**src/rcc_pkg.sv**
```systemverilog
// Constants and types for the rate correction calculator
package rcc_pkg;
  // ---------------------------------------------------------------
  // Sizes
  // ---------------------------------------------------------------
  localparam int VW = 16;
  localparam int IDS = 8;
  localparam int LW = 17;
  localparam int AW = 19;
  // ---------------------------------------------------------------
  // Register byte offsets
  // ---------------------------------------------------------------
  localparam logic [5:0] REG_CTRL = 6'h00;
  localparam logic [5:0] REG_DAMP = 6'h04;
  localparam logic [5:0] REG_RLIM = 6'h08;
  localparam logic [5:0] REG_OLIM = 6'h0c;
  localparam logic [5:0] REG_RSTEP = 6'h10;
  localparam logic [5:0] REG_OSTEP = 6'h14;
  localparam logic [5:0] REG_HOST = 6'h18;
  localparam logic [5:0] REG_STAT = 6'h1c;
  localparam logic [5:0] REG_RATE = 6'h20;
  localparam logic [5:0] REG_OFFS = 6'h24;
  localparam logic [5:0] REG_CNT = 6'h28;
  // ---------------------------------------------------------------
  // Field positions and reset values
  // ---------------------------------------------------------------
  localparam int CTRL_COLD = 2;
  localparam int CTRL_HALT = 3;
  localparam logic [1:0] MODE_DIST = 2'h0;
  localparam logic [3:0] CTRL_RST = 4'h0;
  localparam logic [14:0] LIM_RST = 15'h0000;
  // ---------------------------------------------------------------
  // Timing
  // ---------------------------------------------------------------
  localparam int RATE_CALC_DEADLINE_MT = 2;
  localparam int MACROTICK_NS = 1000;
  localparam int CLK_NS = 5;
  localparam int RATE_CALC_DEADLINE_CYC = (RATE_CALC_DEADLINE_MT * MACROTICK_NS) / CLK_NS;
  // ---------------------------------------------------------------
  // State
  // ---------------------------------------------------------------
  typedef enum {ST_IDLE, ST_PAIR, ST_FTM, ST_DAMP, ST_EXT, ST_LIMIT} rcc_state_type;
  typedef struct packed {
    rcc_state_type st;
    logic [1:0][1:0][IDS-1:0][VW-1:0] dev;
    logic [1:0][1:0][IDS-1:0] dval;
    logic [IDS-1:0][LW-1:0] list;
    logic [3:0] idx;
    logic [3:0] cnt;
    logic signed [AW-1:0] acc;
    logic off_oob;
    logic [3:0] ctrl;
    logic [14:0] damp;
    logic [14:0] rlim;
    logic [14:0] olim;
    logic [14:0] rstep;
    logic [14:0] ostep;
    logic [3:0] host;
    logic waitreq;
    logic [31:0] rdata;
    logic [VW-1:0] rate;
    logic [VW-1:0] offs;
    logic too_few;
    logic oob;
    logic sync_ok;
    logic done;
    logic passive;
    logic halt;
  } rcc_regs_type;
endpackage

```
**src/rcc_rate_corr.sv**
```systemverilog
// Rate correction term calculator with Avalon-MM configuration slave
//
// Local design decisions: register access over Avalon-MM and the placing of the registers.
`timescale 1ns/1ps
module rcc_rate_corr
  import rcc_pkg::*;
(
  // Clock and reset
  input wire logic clk,
  input wire logic rst_n,
  // Avalon-MM slave
  input wire logic [5:0] avs_address,
  input wire logic avs_read,
  input wire logic avs_write,
  input wire logic [31:0] avs_writedata,
  output logic [31:0] avs_readdata,
  output logic avs_waitrequest,
  // Measurement and schedule events
  input wire logic config_state,
  input wire logic even_cycle_start,
  input wire logic odd_static_end,
  input wire logic meas_valid,
  input wire logic meas_odd,
  input wire logic meas_chan,
  input wire logic [2:0] meas_id,
  input wire logic [VW-1:0] meas_ap_ts,
  input wire logic [VW-1:0] meas_ref_ts,
  input wire logic [VW-1:0] offset_corr_term,
  // Results
  output logic [VW-1:0] rate_corr_term,
  output logic [VW-1:0] offset_applied,
  output logic rate_done,
  output logic too_few_terms_err,
  output logic out_of_limit_err,
  output logic sync_ok,
  output logic passive_req,
  output logic halt_req
);
  localparam int RC_BOUND = 16;

  rcc_regs_type s;
  rcc_regs_type n;

  // ---------------------------------------------------------------
  // Helpers
  // ---------------------------------------------------------------
  // Halve toward zero
  function automatic logic signed [AW-1:0] div2(input logic signed [AW-1:0] x);
    logic signed [AW-1:0] t;
    t = x + {{(AW-1){1'b0}}, x[AW-1]};
    return t >>> 1;
  endfunction

  // Host control code to signed step
  function automatic logic signed [AW-1:0] ext_term(input logic [1:0] c,
                                                    input logic [14:0] step);
    logic signed [AW-1:0] m;
    m = $signed({4'h0, step});
    if (c == 2'h1) return m;
    else if (c == 2'h3) return -m;
    else return '0;
  endfunction

  // Value of given rank among first cnt list entries
  function automatic logic signed [LW-1:0] pick(input logic [IDS-1:0][LW-1:0] l,
                                                input logic [3:0] cnt,
                                                input logic [3:0] r);
    logic signed [LW-1:0] res;
    logic [3:0] rank;
    res = '0;
    rank = '0;
    for (int i = 0; i < IDS; i++) begin
      rank = '0;
      for (int j = 0; j < IDS; j++) begin
        if (4'(j) < cnt && ($signed(l[j]) < $signed(l[i]) ||
            (l[j] == l[i] && j < i))) begin
          rank = rank + 4'h1;
        end
      end
      if (4'(i) < cnt && rank == r) res = $signed(l[i]);
    end
    return res;
  endfunction

  // Clamp to symmetric bound
  function automatic logic signed [AW-1:0] clamp(input logic signed [AW-1:0] x,
                                                 input logic [14:0] lim);
    logic signed [AW-1:0] m;
    m = $signed({4'h0, lim});
    if (x > m) return m;
    else if (x < -m) return -m;
    else return x;
  endfunction

  // ---------------------------------------------------------------
  // Next state
  // ---------------------------------------------------------------
  logic signed [LW-1:0] da;
  logic signed [LW-1:0] db;
  logic signed [AW-1:0] t;
  logic signed [AW-1:0] o;
  logic [3:0] k;
  logic [3:0] need;
  logic va;
  logic vb;

  always_comb begin
    n = s;
    n.done = 1'b0;
    da = '0;
    db = '0;
    t = '0;
    o = '0;
    k = '0;
    va = 1'b0;
    vb = 1'b0;
    need = (s.ctrl[CTRL_COLD] && s.ctrl[1:0] != MODE_DIST) ? 4'h0 : 4'h1;
    // Bus handshake, one wait cycle per access
    if (!s.waitreq) begin
      n.waitreq = 1'b1;
    end else if (avs_read || avs_write) begin
      n.waitreq = 1'b0;
      case (avs_address)
        REG_CTRL: n.rdata = {28'h0, s.ctrl};
        REG_DAMP: n.rdata = {17'h0, s.damp};
        REG_RLIM: n.rdata = {17'h0, s.rlim};
        REG_OLIM: n.rdata = {17'h0, s.olim};
        REG_RSTEP: n.rdata = {17'h0, s.rstep};
        REG_OSTEP: n.rdata = {17'h0, s.ostep};
        REG_HOST: n.rdata = {28'h0, s.host};
        REG_STAT: n.rdata = {27'h0, s.st != ST_IDLE, s.sync_ok, s.oob, s.too_few, 1'b0};
        REG_RATE: n.rdata = {{16{s.rate[VW-1]}}, s.rate};
        REG_OFFS: n.rdata = {{16{s.offs[VW-1]}}, s.offs};
        REG_CNT: n.rdata = {28'h0, s.cnt};
        default: n.rdata = 32'h0;
      endcase
    end
    // Writes land at the edge where waitrequest is low
    if (avs_write && !s.waitreq) begin
      if (avs_address == REG_HOST) n.host = avs_writedata[3:0];
      if (config_state) begin
        case (avs_address)
          REG_CTRL: n.ctrl = avs_writedata[3:0];
          REG_DAMP: n.damp = avs_writedata[14:0];
          REG_RLIM: n.rlim = avs_writedata[14:0];
          REG_OLIM: n.olim = avs_writedata[14:0];
          REG_RSTEP: n.rstep = avs_writedata[14:0];
          REG_OSTEP: n.ostep = avs_writedata[14:0];
          default: n.ctrl = s.ctrl;
        endcase
      end
    end
    // Deviation storage
    if (even_cycle_start) n.dval = '0;
    if (meas_valid) begin
      n.dev[meas_odd][meas_chan][meas_id] = meas_ap_ts - meas_ref_ts;
      n.dval[meas_odd][meas_chan][meas_id] = 1'b1;
    end
    // Calculation sequence
    case (s.st)
      ST_IDLE: begin
        if (odd_static_end) begin
          n.st = ST_PAIR;
          n.idx = '0;
          n.cnt = '0;
          n.too_few = 1'b0;
          n.oob = 1'b0;
          o = $signed({{(AW-VW){offset_corr_term[VW-1]}}, offset_corr_term});
          n.off_oob = clamp(o, s.olim) != o;
          o = clamp(o, s.olim) + ext_term(s.host[3:2], s.ostep);
          n.offs = o[VW-1:0];
        end
      end
      ST_PAIR: begin
        va = s.dval[0][0][s.idx[2:0]] && s.dval[1][0][s.idx[2:0]];
        vb = s.dval[0][1][s.idx[2:0]] && s.dval[1][1][s.idx[2:0]];
        da = $signed({s.dev[1][0][s.idx[2:0]][VW-1], s.dev[1][0][s.idx[2:0]]}) -
             $signed({s.dev[0][0][s.idx[2:0]][VW-1], s.dev[0][0][s.idx[2:0]]});
        db = $signed({s.dev[1][1][s.idx[2:0]][VW-1], s.dev[1][1][s.idx[2:0]]}) -
             $signed({s.dev[0][1][s.idx[2:0]][VW-1], s.dev[0][1][s.idx[2:0]]});
        if (va && vb) begin
          t = div2(AW'(da) + AW'(db));
        end else if (va) begin
          t = AW'(da);
        end else begin
          t = AW'(db);
        end
        if (va || vb) begin
          n.list[s.cnt[2:0]] = t[LW-1:0];
          n.cnt = s.cnt + 4'h1;
        end
        n.idx = s.idx + 4'h1;
        if (s.idx == 4'(IDS - 1)) n.st = ST_FTM;
      end
      ST_FTM: begin
        k = (s.cnt <= 4'h2) ? 4'h0 : ((s.cnt <= 4'h7) ? 4'h1 : 4'h2);
        if (s.cnt == 4'h0) begin
          n.acc = '0;
        end else begin
          n.acc = div2(AW'(pick(s.list, s.cnt, k)) +
                       AW'(pick(s.list, s.cnt, s.cnt - 4'h1 - k)));
        end
        n.too_few = (s.cnt < need) && !s.off_oob;
        n.st = ST_DAMP;
      end
      ST_DAMP: begin
        t = $signed({4'h0, s.damp});
        if (s.acc > t) n.acc = s.acc - t;
        else if (s.acc < -t) n.acc = s.acc + t;
        else n.acc = '0;
        n.st = ST_EXT;
      end
      ST_EXT: begin
        n.acc = s.acc + ext_term(s.host[1:0], s.rstep);
        n.st = ST_LIMIT;
      end
      ST_LIMIT: begin
        t = clamp(s.acc, s.rlim);
        n.rate = t[VW-1:0];
        n.oob = (t != s.acc) || s.off_oob;
        n.sync_ok = (t == s.acc) && !s.off_oob;
        n.passive = n.oob && !s.ctrl[CTRL_HALT];
        n.halt = n.oob && s.ctrl[CTRL_HALT];
        n.done = 1'b1;
        n.st = ST_IDLE;
      end
      default: n.st = ST_IDLE;
    endcase
  end

  // ---------------------------------------------------------------
  // State register
  // ---------------------------------------------------------------
  always_ff @(posedge clk or negedge rst_n) begin
    if (!rst_n) begin
      s <= '0;
      s.st <= ST_IDLE;
      s.ctrl <= CTRL_RST;
      s.rlim <= LIM_RST;
      s.olim <= LIM_RST;
      s.waitreq <= 1'b1;
    end else begin
      s <= n;
    end
  end

  // Outputs straight from state
  assign avs_readdata = s.rdata;
  assign avs_waitrequest = s.waitreq;
  assign rate_corr_term = s.rate;
  assign offset_applied = s.offs;
  assign rate_done = s.done;
  assign too_few_terms_err = s.too_few;
  assign out_of_limit_err = s.oob;
  assign sync_ok = s.sync_ok;
  assign passive_req = s.passive;
  assign halt_req = s.halt;
endmodule

```
**config.mk**
```make
export PLATFORM = sky130hd
export DESIGN_NAME = rcc_rate_corr
export DESIGN_NICKNAME = d
export VERILOG_FILES = /design/src/rcc_pkg.sv /design/src/rcc_rate_corr.sv
export SDC_FILE = /design/constraint.sdc
export NUM_CORES = 2
export LEC_CHECK = 0
export BUFFER_PORTS_ARGS = -buffer_cell sky130_fd_sc_hd__buf_4
export CORE_MARGIN = 4
export CORE_UTILIZATION = 36
export DETAILED_ROUTE_END_ITERATION = 8
export PLACE_DENSITY_LB_ADDON = 0.05
export RECOVER_POWER = 100
export SLEW_MARGIN = 5
export SYNTH_ARGS = -nofsm -noshare
export SYNTH_HDL_FRONTEND = slang
export SYNTH_SLANG_ARGS = --single-unit
```
**constraint.sdc**
```tcl
create_clock -name clk -period 10.9 [get_ports clk]
set_input_delay 2.18 -clock clk [delete_from_list [all_inputs] [get_ports clk]]
set_output_delay 2.18 -clock clk [all_outputs]
set_load 0.02 [all_outputs]
```
==> run_results.csv <==
group,metric,value,unit
grt,grt_usage,27.15,%
clock_tree,htreeDepth,3,
clock_tree,numCtsBuffers,102,
placed_design,portBuffers,152,
setup_path,r2r_setup_slack,30,ps
power_and_ir_drop,clock_power_share,14.6,%
placed_design,dpl-instance-area,73010,µm²
layout,nets,8847,
setup_path,path_common_cell,"buf_4",
drt,wl_per_cell,25.27,µm
power_and_ir_drop,sw_frac_of_total,49.89,%
power_and_ir_drop,powerDensity,319.4,nW/µm²
worst_hold_path,hold_path.class,"flop to flop",
grt,grt-ovfl-total,0,
setup_path,slowest_stage,"ha_1",
floorplan,dieArea,190400,µm²
placed_design,place_congestion,1.035,
outcome,outcome,"complete, but fails checks",
placed_design,dp_slack,-885.3,ps
setup_path,startpoint,"s[183]",
setup_path,cp-endpoint,"s[171]",
layout,finalNonFillerCells,10440,
drt,post_drt_via_cell_ratio,5.595,
timing,finalCriticalPeriod,10870,ps
grt,met3_usage,3.418,%
clock_tree,cts_tree,"done",
timing,max_slew_margin,-269.3,%
drt,ant_nets,0,
synth,synth_edf_count,0,
grt,met2_usage,42.42,%
timing,holdWs,470.5,ps
synth,ys_ff_latch,849,
grt,grt_antenna_before_repair,9,
synth,seq_area_frac_synth,32.17,%
timing,max_freq,0.09197,GHz
grt,grt_pass1_vias,57370,
timing,tns,0,ps
setup_path,path_class,"flop to flop",
setup_path,endpoint_kind,"flop",
drt,dr.pass1.iters,6,
power_and_ir_drop,p_comb_share,67.6,%
clock_tree,clk_latency,800,ps
layout,nFillCells,18320,
synth,yosysWarningCount,0,
power_and_ir_drop,total_power,24.63,mW
synth,synth_top_area_cell,"dfrtp_1",
grt,grt_max_degree,134,
synth,syn_area,66040,µm²
clock_tree,clkTransAtPathRegs,60,ps
timing,worst_pin_slew,5539,ps
timing,clock_skew,101.2,ps
clock_tree,cts_sinks,849,
layout,final_util,42.48,%
floorplan,core-area,181500,µm²
layout,area_delta_synth_final,16.76,%
setup_path,required,11490,ps
floorplan,die_h,436.3,µm
floorplan,rows,156,
timing,grt_setup_unrepaired,"yes",
flow_run,max-cap-violations,50,
placed_design,place_inst,10200,
power_and_ir_drop,power_frac_seq,17.9,%
clock_tree,root_buffer,"clkbuf_16",
drt,drt_iter0_drc,4176,
synth,netlist_top_cells_area,"dfrtp_1 32%, ha_1 14%, o21ai_0 7.2%, nand2_1 6.0%, mux4_2 4.5%",
grt,grt_pass1_wl,389700,µm
grt,grt-busiest-layer,"met2",
grt,grt_util_met1,37.43,%
layout,stdcell_area,77110,µm²
drt,route.vias.total,58410,
power_and_ir_drop,p_leak,35.20,nW
setup_path,r2r_cells,55,
drt,drc_errors,0,
synth,async_reset_ff_share,100.0,%
timing,finalCritPeriodShare,99.75,%
floorplan,die_width,436.3,µm
power_and_ir_drop,internal_power,12.34,mW
clock_tree,hold_buffers,0,
timing,setup_ws,27.06,ps
synth,synth_ff_type,"dfrtp_1",
placed_design,dp_hpwl,203100,µm
power_and_ir_drop,netSwitchingPower,12.29,mW
setup_path,r2r-end,"s[171]",
timing,hold_viol,0,
synth,ys_types,101,
floorplan,io_pins,170,
synth,synth_common_cells,"1,054 x nand2_1, 946 x o21ai_0, 848 x dfrtp_1",
drt,drt_wl_total,263800,µm
layout,drive_gt1_share,15.27,%
synth,yosysMostFrequentCell,"nand2_1",
floorplan,start_util,36.38,%
setup_path,crit-reg2reg-launch,"s[183]",
timing,setup_viol,0,
clock_tree,clk_path_buf_depth,3,
synth,yosysTopAreaCellShare,32.13,%
setup_path,startpoint_type,"flop",
synth,synth_cells,7533,
setup_path,critPathMaxFanout,8,
setup_path,critPathArrivalTime,11470,ps
setup_path,cp_slowest_stage_delay,420,ps
synth,syn_nets,8407,
timing,slew_viol_final,2096,
synth,syn_avg_cell_area,8.767,µm²
outcome,failed_checks,"capacitance limit, slew limit",
power_and_ir_drop,ir_worst_vdd,0.5453,mV
-- power by group through the flow --
| stage | clock network (mW) | logic (mW) | registers [mW] |
|---|---|---|---|
| final | 3.59 | 16.6 | 4.40 |
| after global routing | 3.83 | 18.1 | 4.49 |
| after CTS | 3.70 | 16.3 | 4.40 |
| after detailed placement | 0 | 16.1 | 4.45 |
| after global placement | 0 | 16.0 | 4.44 |
| after floorplan | 0 | 10.3 | 4.15 |
-- timing repair --
action                     in CTS  in global routing
pin swaps                      22                103
cloned                          0                  1
hold endpoints to repair        0                  0
resized for setup              36                157
setup buffers                  10                 26
setup endpoints to repair      19                 19
-- critical path: cells and delay by family (launching register included) --
kind | cells | cell delay (ps)
AOI/OAI and AO/OA | 21 | 3960
adders and majority gates | 8 | 2420
buffers and inverters | 12 | 1810
and+or+nand+nor | 11 | 1680
DFF | 1 | 390
xor gates and xnor gates | 2 | 280
muxes | 1 | 180
-- cell families (layout without fill, tap and decap cells) --
group	count (synthesis)	count (layout)	share of synthesized area (%)
buffers and inverters	857	1379	5.274
XOR/XNOR	332	332	4.607
other	0	15	0
flip-flops	849	849	32.17
AND/OR/NAND/NOR	2274	2274	16.03
AO/OA/AOI/OAI	2149	2149	19.94
multiplexers	297	297	7.184
adder cells (fa/ha/maj)	775	775	14.80
-- metal layers --
metal  up-vias  share of wire (%)
li1      28030                  -
met1     28420                 46
met2      1575                 44
met3       388                4.9
met4         0                5.2
met5         -                  0
-- worst min path at each step --
stage                     startpoint  endpoint  depth (start not counted)
after floorplan               s[382]    s[382]                          2
after global placement        s[663]    s[663]                          2
after detailed placement      s[789]    s[789]                          2
after CTS                     s[827]    s[827]                          2
after global routing          s[639]    s[639]                          2
final                         s[827]    s[827]                          2
-- layout make-up --
cell class,count,area (µm²),share of cell area (%)
antenna,15,37.54,0.04868
clock buffer,152,2970,3.852
clock inverter,34,563.0,0.7301
inverter,424,1594,2.067
multi-input combinational,5827,42250,54.79
sequential,849,21260,27.57
tap,2370,2965,3.845
timing repair buffer,769,5474,7.099
-- sequential cells by signal, indices dropped and copies added (netlist names) --
register,cells
rate_done,1
rate_corr_term,16
sync_ok,1
s,794
avs_readdata,16
too_few_terms_err,1
halt_req,1
offset_applied,16
out_of_limit_err,1
passive_req,1
avs_waitrequest,1
-- layout by cell type, fill, tap and decap left out, drive strengths merged, types with 37 or more instances in the layout --
master,Yosys,final
nor4,37,37
dfrtp,848,848
a21o,111,111
o21bai,59,59
nand2,1054,1054
nor3,122,122
mux4,133,133
a21oi,396,396
and3,56,56
a31oi,43,43
nor2,369,369
nand4,95,95
nor2b,90,90
buf,105,624
and2,52,52
nand2b,72,72
o21a,66,66
mux2i,78,78
o31ai,70,70
nand3,190,190
a211oi,55,55
o21ai,955,955
xor2,87,87
inv,419,420
xnor2,237,237
ha,765,765
mux2,86,86
a22oi,53,53
clkbuf,328,297
No activity file was read; power rests on OpenSTA's default activity.
